## config.mk

```make
export PLATFORM = sky130hd
export DESIGN_NAME = smc_sleep_ctrl
export DESIGN_NICKNAME = d
export VERILOG_FILES = /design/src/smc_wake_counter.v /design/src/smc_sleep_ctrl.v
export VERILOG_INCLUDE_DIRS = /design/src
export SDC_FILE = /design/constraint.sdc
export NUM_CORES = 1
export LEC_CHECK = 0
export ABC_AREA = 1
export BUFFER_PORTS_ARGS = -buffer_cell sky130_fd_sc_hd__buf_4
export CAP_MARGIN = 10
export CORE_MARGIN = 2
export CORE_UTILIZATION = 50
export DETAILED_ROUTE_END_ITERATION = 6
export GPL_TIMING_DRIVEN = 1
export PLACE_DENSITY = 0.82
export SYNTH_ARGS = -nofsm -noshare
export SYNTH_HDL_FRONTEND = slang
export SYNTH_SLANG_ARGS = --single-unit
```

## constraint.sdc

```tcl
create_clock -name clk -period 2.4 [get_ports clk]
set_input_delay 0.24 -clock clk [delete_from_list [all_inputs] [get_ports clk]]
set_output_delay 0.24 -clock clk [all_outputs]
set_load 0.02 [all_outputs]
```

## src/smc_defs.vh

```
// Constants shared by the sleep mode controller files.
`ifndef SMC_DEFS_VH
`define SMC_DEFS_VH
// ****************************************************************
// Sleep mode codes
// ****************************************************************
`define SMC_MODE_IDLE      3'h0
`define SMC_MODE_NOISE     3'h1
`define SMC_MODE_PDOWN     3'h2
`define SMC_MODE_PSAVE     3'h3
`define SMC_MODE_RSV4      3'h4
`define SMC_MODE_RSV5      3'h5
`define SMC_MODE_STANDBY   3'h6
`define SMC_MODE_XSTANDBY  3'h7
// ****************************************************************
// Timing
// ****************************************************************
`define SMC_CLK_MHZ        200
`define SMC_IRQ_HOLD       16'h0004
`define SMC_STANDBY_WAKE   16'h0006
`define SMC_BOD_WAKE_NS    60000
`define SMC_CNT_W          16
`define SMC_CNT_ONE        16'h0001
`define SMC_CNT_ZERO       16'h0000
`define SMC_TSEQ_WIN       3'h4
`define SMC_TSEQ_ZERO      3'h0
`define SMC_TSEQ_ONE       3'h1
`define SMC_FUSE_W         4
`define SMC_FUSE_SHIFT     8
`define SMC_FUSE_BASE      16'h0010
`endif

```

## src/smc_wake_counter.v

```verilog
// Wake-up delay counter loaded with a start-up length and counting down to done.
`timescale 1ns/100ps
`include "smc_defs.vh"
module smc_wake_counter (
    input  wire                   clk,
    input  wire                   rstn,
    input  wire                   load,
    input  wire [`SMC_CNT_W-1:0]  length,
    output reg                    busy,
    output reg                    done
);
    reg [`SMC_CNT_W-1:0] count;
    always @(posedge clk or negedge rstn) begin
        if (!rstn) begin
            count <= `SMC_CNT_ZERO;
            busy  <= 1'b0;
            done  <= 1'b0;
        end else begin
            done <= 1'b0;
            if (load) begin
                count <= length;
                busy  <= 1'b1;
            end else if (busy) begin
                if (count <= `SMC_CNT_ONE) begin
                    busy <= 1'b0;
                    done <= 1'b1;
                end else begin
                    count <= count - `SMC_CNT_ONE;
                end
            end
        end
    end
endmodule

```

## src/smc_sleep_ctrl.v

```verilog
// Sleep mode controller: mode entry, clock gating, wake sources and start-up delay.
`timescale 1ns/100ps
`include "smc_defs.vh"
module smc_sleep_ctrl (
    input  wire                   clk,
    input  wire                   rstn,
    input  wire                   sleep_instr,
    input  wire                   sleep_arm,
    input  wire [2:0]             sleep_select,
    input  wire [`SMC_FUSE_W-1:0] clock_select_fuse,
    input  wire                   brownout_sleep_disable_enable_wr,
    input  wire                   brownout_sleep_disable_wr,
    input  wire                   brownout_sleep_disable_wdata,
    input  wire                   global_irq_en,
    input  wire [1:0]             timer2_irq_mask,
    input  wire                   timer2_enabled,
    input  wire                   timer2_async,
    input  wire                   adc_enabled,
    input  wire                   ext_reset_pin,
    input  wire                   wdt_reset,
    input  wire                   wdt_irq,
    input  wire                   bod_reset,
    input  wire                   twi_match,
    input  wire                   timer_irq,
    input  wire [1:0]             timer2_event,
    input  wire                   store_ready_irq,
    input  wire                   adc_done_irq,
    input  wire [2:0]             ext_irq_pin,
    input  wire [2:0]             ext_irq_level_mode,
    input  wire                   pin_change_irq,
    input  wire                   other_io_irq,
    output reg                    core_clock_domain,
    output reg                    program_store_clock,
    output reg                    peripheral_clock_domain,
    output reg                    converter_clock_domain,
    output reg                    async_timer_clock,
    output reg                    main_osc_en,
    output reg                    timer_osc_en,
    output reg                    brownout_detector_en,
    output reg                    brownout_sleep_disable,
    output reg                    adc_start,
    output reg                    irq_take,
    output reg                    reset_vector_go,
    output reg                    asleep
);
    // ****************************************************************
    // Timing constants
    // ****************************************************************
    localparam [`SMC_CNT_W-1:0] BOD_WAKE_CYC =
        (`SMC_BOD_WAKE_NS * `SMC_CLK_MHZ) / 1000;
    localparam [1:0] ST_RUN   = 2'h0;
    localparam [1:0] ST_SLEEP = 2'h1;
    localparam [1:0] ST_START = 2'h2;
    localparam [1:0] ST_HOLD  = 2'h3;

    // ****************************************************************
    // Pin synchronisers
    // ****************************************************************
    // Pins pass three flops; a change counts once stages two and three agree.
    reg [3:0] sync_a;
    reg [3:0] sync_b;
    reg [3:0] sync_c;
    reg [3:0] pin_state;
    always @(posedge clk or negedge rstn) begin
        if (!rstn) begin
            sync_a    <= 4'h0;
            sync_b    <= 4'h0;
            sync_c    <= 4'h0;
            pin_state <= 4'h0;
        end else begin
            sync_a <= {ext_reset_pin, ext_irq_pin};
            sync_b <= sync_a;
            sync_c <= sync_b;
            pin_state <= (sync_b & sync_c) | (pin_state & (sync_b | sync_c));
        end
    end
    wire       ext_rst_s = pin_state[3];
    wire [2:0] ext_pin_s = pin_state[2:0];

    // ****************************************************************
    // Mode decode
    // ****************************************************************
    function is_deep;
        input [2:0] m;
        begin
            is_deep = (m == `SMC_MODE_PDOWN) || (m == `SMC_MODE_PSAVE) ||
                      (m == `SMC_MODE_STANDBY) || (m == `SMC_MODE_XSTANDBY);
        end
    endfunction
    function is_save;
        input [2:0] m;
        begin
            is_save = (m == `SMC_MODE_PSAVE) || (m == `SMC_MODE_XSTANDBY);
        end
    endfunction

    reg  [1:0] state;
    reg  [2:0] mode;
    reg        bod_was_off;
    reg        wake_by_irq;
    reg        wake_by_rst;
    reg  [2:0] tseq;

    wire any_reset = ext_rst_s | wdt_reset | bod_reset;
    // Edge-configured pins are masked out of waking except in idle.
    wire [2:0] ext_wake_pins = ext_pin_s &
        ((mode == `SMC_MODE_IDLE) ? 3'h7 : ext_irq_level_mode);
    wire ext_wake = |ext_wake_pins;
    wire t2_wake = global_irq_en & |(timer2_event & timer2_irq_mask);

    reg wake_irq;
    always @* begin
        wake_irq = 1'b0;
        case (mode)
            `SMC_MODE_IDLE:
                wake_irq = wdt_irq | twi_match | timer_irq | t2_wake | store_ready_irq |
                           adc_done_irq | ext_wake | pin_change_irq | other_io_irq;
            `SMC_MODE_NOISE:
                wake_irq = adc_done_irq | wdt_irq | twi_match | (timer_irq & timer2_async) |
                           store_ready_irq | ext_wake | pin_change_irq;
            `SMC_MODE_PSAVE, `SMC_MODE_XSTANDBY:
                wake_irq = wdt_irq | twi_match | ext_wake | pin_change_irq |
                           (t2_wake & timer2_enabled);
            default:
                wake_irq = wdt_irq | twi_match | ext_wake | pin_change_irq;
        endcase
    end

    // ****************************************************************
    // Start-up length
    // ****************************************************************
    reg [`SMC_CNT_W-1:0] start_len;
    always @* begin
        start_len = `SMC_CNT_ONE;
        if (mode == `SMC_MODE_STANDBY || mode == `SMC_MODE_XSTANDBY)
            start_len = `SMC_STANDBY_WAKE;
        else if (is_deep(mode))
            start_len = `SMC_FUSE_BASE +
                        ({{(`SMC_CNT_W-`SMC_FUSE_W){1'b0}}, clock_select_fuse} << `SMC_FUSE_SHIFT);
        if (bod_was_off && start_len < BOD_WAKE_CYC)
            start_len = BOD_WAKE_CYC;
    end

    // ****************************************************************
    // Wake counter
    // ****************************************************************
    // The hold count is loaded at the very edge that ends the start-up, under the same
    // condition that moves the sequencer into the hold, so the hold always gets its done.
    wire cnt_done;
    wire cnt_load  = (state == ST_SLEEP) && (wake_irq || any_reset);
    wire hold_load = (state == ST_START) && cnt_done && !wake_by_rst && !any_reset && wake_irq;
    smc_wake_counter u_cnt (
        .clk    (clk),
        .rstn   (rstn),
        .load   (cnt_load | hold_load),
        .length (hold_load ? `SMC_IRQ_HOLD : start_len),
        .busy   (),
        .done   (cnt_done)
    );

    // ****************************************************************
    // Sequencer
    // ****************************************************************
    // Reserved codes are treated as idle so a stray write cannot strand the core.
    wire [2:0] sel_mode = (sleep_select == `SMC_MODE_RSV4 || sleep_select == `SMC_MODE_RSV5) ?
                          `SMC_MODE_IDLE : sleep_select;
    always @(posedge clk or negedge rstn) begin
        if (!rstn) begin
            state           <= ST_RUN;
            mode            <= `SMC_MODE_IDLE;
            bod_was_off     <= 1'b0;
            wake_by_irq     <= 1'b0;
            wake_by_rst     <= 1'b0;
            adc_start       <= 1'b0;
            irq_take        <= 1'b0;
            reset_vector_go <= 1'b0;
        end else begin
            adc_start       <= 1'b0;
            irq_take        <= 1'b0;
            reset_vector_go <= 1'b0;
            case (state)
                ST_RUN: begin
                    if (sleep_instr && sleep_arm) begin
                        state       <= ST_SLEEP;
                        mode        <= sel_mode;
                        bod_was_off <= brownout_sleep_disable & is_deep(sel_mode);
                        wake_by_irq <= 1'b0;
                        wake_by_rst <= 1'b0;
                        adc_start   <= adc_enabled && (sel_mode == `SMC_MODE_NOISE);
                    end
                end
                ST_SLEEP: begin
                    if (cnt_load) begin
                        state       <= ST_START;
                        wake_by_rst <= any_reset;
                    end
                end
                ST_START: begin
                    if (any_reset)
                        wake_by_rst <= 1'b1;
                    if (cnt_done) begin
                        // The interrupt is taken only if its cause is still present now.
                        if (wake_by_rst || any_reset) begin
                            state           <= ST_RUN;
                            reset_vector_go <= 1'b1;
                        end else if (wake_irq) begin
                            state       <= ST_HOLD;
                            wake_by_irq <= 1'b1;
                        end else begin
                            state <= ST_RUN;
                        end
                    end
                end
                ST_HOLD: begin
                    if (cnt_done) begin
                        state    <= ST_RUN;
                        irq_take <= 1'b1;
                    end
                end
                default: state <= ST_RUN;
            endcase
        end
    end

    // ****************************************************************
    // Timed write of the detector disable bit
    // ****************************************************************
    always @(posedge clk or negedge rstn) begin
        if (!rstn) begin
            tseq                   <= `SMC_TSEQ_ZERO;
            brownout_sleep_disable <= 1'b0;
        end else begin
            if (brownout_sleep_disable_enable_wr)
                tseq <= `SMC_TSEQ_WIN;
            else if (tseq != `SMC_TSEQ_ZERO)
                tseq <= tseq - `SMC_TSEQ_ONE;
            if (brownout_sleep_disable_wr && !brownout_sleep_disable_enable_wr && tseq != `SMC_TSEQ_ZERO)
                brownout_sleep_disable <= brownout_sleep_disable_wdata;
        end
    end

    // ****************************************************************
    // Clock domain and oscillator gating
    // ****************************************************************
    // Gating only stops clocks; no storage is cleared, so memories keep state.
    // Clocks stay gated for the whole start-up state, so the core never sees a stray
    // clock edge between the end of the start-up count and the interrupt hold.
    wire sleeping = (state == ST_SLEEP) || (state == ST_START);
    always @(posedge clk or negedge rstn) begin
        if (!rstn) begin
            core_clock_domain       <= 1'b1;
            program_store_clock     <= 1'b1;
            peripheral_clock_domain <= 1'b1;
            converter_clock_domain  <= 1'b1;
            async_timer_clock       <= 1'b1;
            main_osc_en             <= 1'b1;
            timer_osc_en            <= 1'b1;
            brownout_detector_en    <= 1'b1;
            asleep                  <= 1'b0;
        end else begin
            asleep                  <= sleeping || (state == ST_HOLD);
            core_clock_domain       <= !(sleeping || state == ST_HOLD);
            program_store_clock     <= !(sleeping || state == ST_HOLD);
            peripheral_clock_domain <= !sleeping || (mode == `SMC_MODE_IDLE);
            converter_clock_domain  <= !sleeping || (mode == `SMC_MODE_IDLE) ||
                                       (mode == `SMC_MODE_NOISE);
            async_timer_clock       <= !sleeping || (mode == `SMC_MODE_IDLE) ||
                                       (timer2_async && (mode == `SMC_MODE_NOISE || is_save(mode)));
            timer_osc_en            <= !sleeping || (timer2_async && !is_deep(mode)) ||
                                       (timer2_async && is_save(mode));
            main_osc_en             <= !sleeping || !is_deep(mode) ||
                                       mode == `SMC_MODE_STANDBY || mode == `SMC_MODE_XSTANDBY ||
                                       (mode == `SMC_MODE_PSAVE && timer2_enabled && !timer2_async);
            brownout_detector_en    <= !(state == ST_SLEEP && bod_was_off);
        end
    end
endmodule

```

; Word-level counts from Yosys, hierarchy flattened
; Index checks and enable logic that the tools add are counted.
[op_classes]
n_eq_ne = 21
magnitude_cmp = 2
add_sub_neg = 3
bitwise_logic = 30
reduce_logical = 60
n_mux = 36
[ops]
columns = op, n
row1 = two-way mux 16 bit, 5
row2 = two-way mux 13 bit, 2
row3 = logical OR 1 bit, 23
row4 = OR 1 bit, 20
row5 = equality test 3 bit (second input constant), 6
row6 = less-or-equal comparator 16 x 1 -> 1 bit (second input constant), 1
row7 = logical AND 1 bit, 16
row8 = < comparator 16 x 14 -> 1 bit (second input constant), 1
row9 = two-way mux 1 bit, 16
row10 = subtractor 16 x 1 -> 16 bit (second input constant), 1
row11 = adder 5 x 12 -> 13 bit (first input constant), 1
row12 = equality test 3 x 2 -> 1 bit (second input constant), 4
row13 = two-way mux 2 bit, 6
row14 = two-way mux 3 bit, 4
row15 = AND 4 bit, 2
row16 = logical NOT 1 bit, 8
row17 = OR 4 bit, 2
row18 = case mux 2 bit (4 select lines), 1
row19 = AND reduction 4 bit, 2
row20 = equality test 3 x 1 -> 1 bit (second input constant), 2
row21 = inequality test 2 x 1 -> 1 bit (second input constant), 3
row22 = inequality test 2 bit (second input constant), 3
row23 = case mux 1 bit (3 select lines), 2
row24 = nonzero test 3 bit, 2
row25 = other kinds (12), 19
[totals]
wordCells = 176
output_inout_bits = 13
reg_bits = 56
input_bits = 38

; Logic depth before layout (Yosys ltp)
[depth]
ltp_word = 15
depth_mapped = 15
ltp_nobuf = 13

; Hierarchy
; A second synthesis with hierarchy kept.
[hier_totals]
cells_unflattened = 392
hier_area_um2 = 3031.7
[by_module_without_submodules]
columns = mod, instances, area_each_um2, seq_area_each_um2, cells_per_inst
row1 = smc_sleep_ctrl, 1, 1739.2, 959.7, 190
row2 = smc_wake_counter, 1, 1292.5, 450.4, 202

; Worst setup path before layout
; OpenSTA, ideal clock, no wires.
[synth_path]
path_type = reg2reg
start = reg state[0]
end = reg u_cnt.count[11]
path_buffers = 1
stages_incl_launch_ff = 11
setup_time_ns = 0.117
period_less_slack_ns = 1.672
t_required_ns = 2.283
slack_ns = 0.728
t_arrival_ns = 1.555
cell_sequence = dfrtp_1 > inv_1 > ha_1 > nand2_1 > nor3_1 > nand2_4 > buf_4 > nand4_1 > nand2_1 > nand2_1 > nand2_1
[synth_between]
elab_chain_cells = 8
word_cells_on_any_way = 13
cone_classes = 3 x eq/ne / 2 x mux / 1 x bitwise / 7 x reduce/logical
[synth_lines]
columns = element, line_no
row1 = start: declaration, smc_sleep_ctrl.v:97  ; reg [1:0] state;
row2 = start signal: assignment, smc_sleep_ctrl.v:169  ; state <= ST_RUN;
row3 = start signal: assignment, smc_sleep_ctrl.v:184  ; state <= ST_SLEEP;
row4 = start signal: assignment, smc_sleep_ctrl.v:194  ; state <= ST_START;
row5 = equality test 2 bit, smc_sleep_ctrl.v:151  ; wire hold_load = (state == ST_START) && cnt_done && !wake_by_rst && !any_reset && wake_irq;
row6 = logical AND 1 bit (4 in a row), smc_sleep_ctrl.v:151
row7 = OR 1 bit, smc_sleep_ctrl.v:155  ; .load (cnt_load | hold_load),
row8 = inequality test 2 x 1 -> 1 bit (no source line) / nonzero test 2 bit (equally long branches), n/a
row9 = AND reduction 2 bit (no source line), n/a
row10 = end signal: assignment, smc_wake_counter.v:15  ; count <= `SMC_CNT_ZERO;
row11 = end signal: assignment, smc_wake_counter.v:21  ; count <= length;
row12 = end signal: assignment, smc_wake_counter.v:28  ; count <= count - `SMC_CNT_ONE;
row13 = end: declaration, smc_wake_counter.v:12  ; reg [`SMC_CNT_W-1:0] count;
; Several ways; a longest one is shown, not always the timed one.
; A chain may end at the register's enable or synchronous reset.

; Worst setup path after layout
[layout_path]
start = reg state[0]
end = reg u_cnt.count[6]
; The elaborated chain is that of the path after synthesis.

==> flow_summary_export.csv <==
group,metric,value,unit
pwr,p_per_area,1180,mW/mm²
final_layout,layout.nets,458,
pwr,leakage,1.82,nW
logic_synthesis,synth_mux_area_share,0,%
logic_synthesis,synth-simple-area-share,31.1,%
sta,max_freq,475,MHz
final_layout,final_cells,485,
worst_setup_path,timing_worst_setup_path_type,"flop to flop",
final_layout,layout_common_cells,"nand2_1 (104), buf_4 (50), dfrtp_1 (49), inv_1 (45), nor2_1 (36)",
sta,rsz0062_at_grt,"false",
sta,tightest_slew,694,ps
sta,timing.final.crit_share,87.8,%
worst_setup_path,cp.required,2610,ps
worst_setup_path,crit_top_cell,"nand2_1",
floorplanning,die_area,0.00650,mm²
worst_setup_path,worstSetupEndpoint,"u_cnt.count[6]",
final_layout,final_common_cell,"nand2_1",
routing,vias,2532,
routing,drtIter0Drc,214,
logic_synthesis,synth_nets,406,
floorplanning,ios,51,
grt,use_met2,36.8,%
place,numPortBuffers,50,
final_layout,drive_gt1_share,18.9,%
routing,wl,6.17,mm
routing,detail_route.wl_per_cell,12.7,µm
grt,antenna_found_initial,0,
logic_synthesis,yosysSeqAreaShare,48.0,%
worst_setup_path,r2r_end,"u_cnt.count[6]",
worst_setup_path,startpoint_type,"flop",
floorplanning,core-area,0.00557,mm²
clock_tree,ctsHtreeMaxLevel,2,
worst_setup_path,r2r_start,"state[0]",
clock_tree,cts_tree,"done",
clock_tree,cts_root_buffer,"clkbuf_8",
final_layout,fin_area,0.00348,mm²
clock_tree,post_cts_buffers,0,
grt,grt_use_total,21.1,%
routing,drc,0,
clock_tree,clockBufferDepth,2,
place,dp.cells,476,
place,place_hpwl,4.63,mm
sta,setup_slack,293,ps
worst_setup_path,endpoint_kind,"flop",
grt,grt_pass1_wl,10.6,mm
place,gp_congestion,1.04,
sta,setup_viol,0,
final_layout,area_growth,18.5,%
grt,grt_use_met1,26.2,%
worst_setup_path,startpoint,"state[0]",
final_layout,fin_util,62.4,%
worst_setup_path,reg2reg_depth,9,
min_path,hold_class,"input pin to flop",
clock_tree,cts.sinks,56,
worst_setup_path,path_cells,"inv_1, ha_1, nand2_1, nor3_1, nand2_4, nand3_4, clkinv_2, nand2_1, nand2_1",
logic_synthesis,synth_compound_area_share,4.64,%
routing,vias_per_cell,5.22,
grt,grt-busiest-layer,"met2",
clock_tree,cts_resized,0,
worst_setup_path,slowest_delay,430,ps
logic_synthesis,synth_top_family_by_area,"simple AND/OR/NAND/NOR gates",
worst_setup_path,crit_fanout,24,
worst_setup_path,cp.arrival,2320,ps
logic_synthesis,syn_area,0.00294,mm²
worst_setup_path,cp_top_family,"simple AND/OR/NAND/NOR gates",
pwr,peakVddDrop,0.000622,V
logic_synthesis,synthXorXnorAreaFrac,3.28,%
sta,finalClockSkew,6.67,ps
routing,first_pass_iters,7,
clock_tree,clkTransAtPathRegs,100,ps
grt,gr-total-overflow,0,
sta,period_needed,2110,ps
sta,slew_headroom,53.8,%
clock_tree,numCtsBuffers,5,
floorplanning,rows,27,
place,dpl_worst_slack,317,ps
grt,grt_max_degree,57,
worst_setup_path,path_depth,9,
clock_tree,clk_latency,310,ps
grt,grt_pass1_vias,2456,
grt,grtUsageMet3,3.60,%
worst_setup_path,cp_num_buf_inv,2,
status,status,"finished, final reports clean",
place,dpl_cell_area,0.00334,mm²
job,maxCapViolations,0,
floorplanning,start_util,52.7,%
logic_synthesis,syn_inst,360,
logic_synthesis,synth_cell_types,34,
worst_setup_path,reg2reg_slack,290,ps
final_layout,diodes,0,
sta,finalHoldViolCount,0,
floorplanning,die_w,80.6,µm
routing,antenna_left,0,
logic_synthesis,ys_ff_latch,56,
logic_synthesis,syn_area_per_cell,8.16,µm²
sta,drv_slew,0,
floorplanning,die_h,80.6,µm
sta,setup_tns,0,ps
logic_synthesis,yosys_warnings,0,
worst_setup_path,critPathSlowestCell,"dfrtp_1",
logic_synthesis,synthAdderAreaFrac,4.77,%
## metal layers
metal	share of wire, %	up-vias
met3	5.4	15
met2	48	91
met1	44	1189
met4	2.0	0
met5	0	-
li1	-	1237
## cell usage after synthesis
| cell type | instances | share of area [%] |
|---|---|---|
| nand3_2 | 1 | 0.34 |
| a21boi_1 | 1 | 0.26 |
| clkinv_2 | 1 | 0.17 |
| nor4_1 | 1 | 0.21 |
| a21oi_1 | 3 | 0.51 |
| buf_4 | 2 | 0.51 |
| a21oi_4 | 1 | 0.55 |
| nor3_1 | 7 | 1.2 |
| o22ai_1 | 2 | 0.43 |
| buf_8 | 1 | 0.51 |
| nand3_4 | 1 | 0.60 |
| buf_6 | 3 | 1.2 |
| nor3b_1 | 2 | 0.51 |
| nor2_4 | 1 | 0.38 |
| xor2_1 | 8 | 2.4 |
| nand3b_1 | 2 | 0.51 |
| dfrtp_1 | 49 | 42 |
| or2_0 | 1 | 0.21 |
| inv_1 | 45 | 5.8 |
| o21ai_1 | 2 | 0.34 |
| o21ai_0 | 15 | 2.6 |
| inv_2 | 1 | 0.13 |
| nor2_2 | 1 | 0.21 |
| nand2_1 | 104 | 13 |
| dfstp_2 | 7 | 6.3 |
| nand2_2 | 4 | 0.85 |
| maj3_1 | 4 | 1.4 |
| nand3_1 | 32 | 5.5 |
| nand2_4 | 2 | 0.77 |
| nor2_1 | 36 | 4.6 |
| or2_2 | 1 | 0.21 |
| nand4_1 | 8 | 1.7 |
| ha_1 | 8 | 3.4 |
| xnor2_1 | 3 | 0.89 |
## repair_timing
action | CTS | global route
hold buffers | 1 | 0
hold endpoints to repair | 49 | 0
setup endpoints to repair | 0 | 0
## registers in the layout, indices dropped and copies added (netlist names), 2 cells and up
signal	count
u_cnt.count	16
pin_state	4
sync_a	4
sync_b	4
sync_c	4
mode	3
tseq	3
state	2
## kinds of logic after synthesis
| kind of cell | after synthesis |
|---|---|
| AOI/OAI and AO/OA | 24 |
| xor gates and xnor gates | 11 |
| adders and majority gates | 12 |
| buffers and inverters | 53 |
| DFF | 56 |
| and+or+nand+nor | 204 |
## per-stage QoR
stage / power, mW / hold WS [ps]
finish: 4.09 / 28.0
global route: 4.44 / 14.8
CTS: 4.09 / 23.5
detailed placement: 3.36 / 327
global placement: 3.30 / 324
floorplan: 2.90 / -55.6
## worst min-delay path by stage
stage                               from         to  slack [ps]  cells after the start
after floorplan                     rstn  adc_start         -60                      0
after global placement              rstn  sync_a[0]         320                      1
after detailed placement            rstn  sync_a[0]         330                      1
after CTS                 ext_irq_pin[2]  sync_a[2]          20                      1
after global routing      ext_irq_pin[1]  sync_a[1]          10                      1
final                     ext_irq_pin[0]  sync_a[0]          30                      1
## final cells by class
type / count / area [µm²]
Fill cell: 494 / 2090
Sequential cell: 56 / 1410
Multi-Input combinational cell: 251 / 1280
Timing Repair Buffer: 51 / 385
Inverter: 47 / 178
Tap cell: 72 / 90.1
Clock buffer: 6 / 72.6
Clock inverter: 2 / 60.1
## worst reg2reg max path, cell delays in order (launching register included)
cell      delay [ps]
dfrtp_1          430
inv_1            110
ha_1             280
nand2_1          110
nor3_1           320
nand2_4          240
nand3_4          210
clkinv_2         150
nand2_1          100
nand2_1           60
## power breakdown
group | switching [mW] | internal, mW | leakage [nW] | total [mW]
clock | 0.298 | 0.417 | 0.0654 | 0.715
combinational | 1.19 | 0.697 | 1.08 | 1.88
sequential | 0.236 | 1.26 | 0.678 | 1.49
Power figures use the tool's default switching activity.
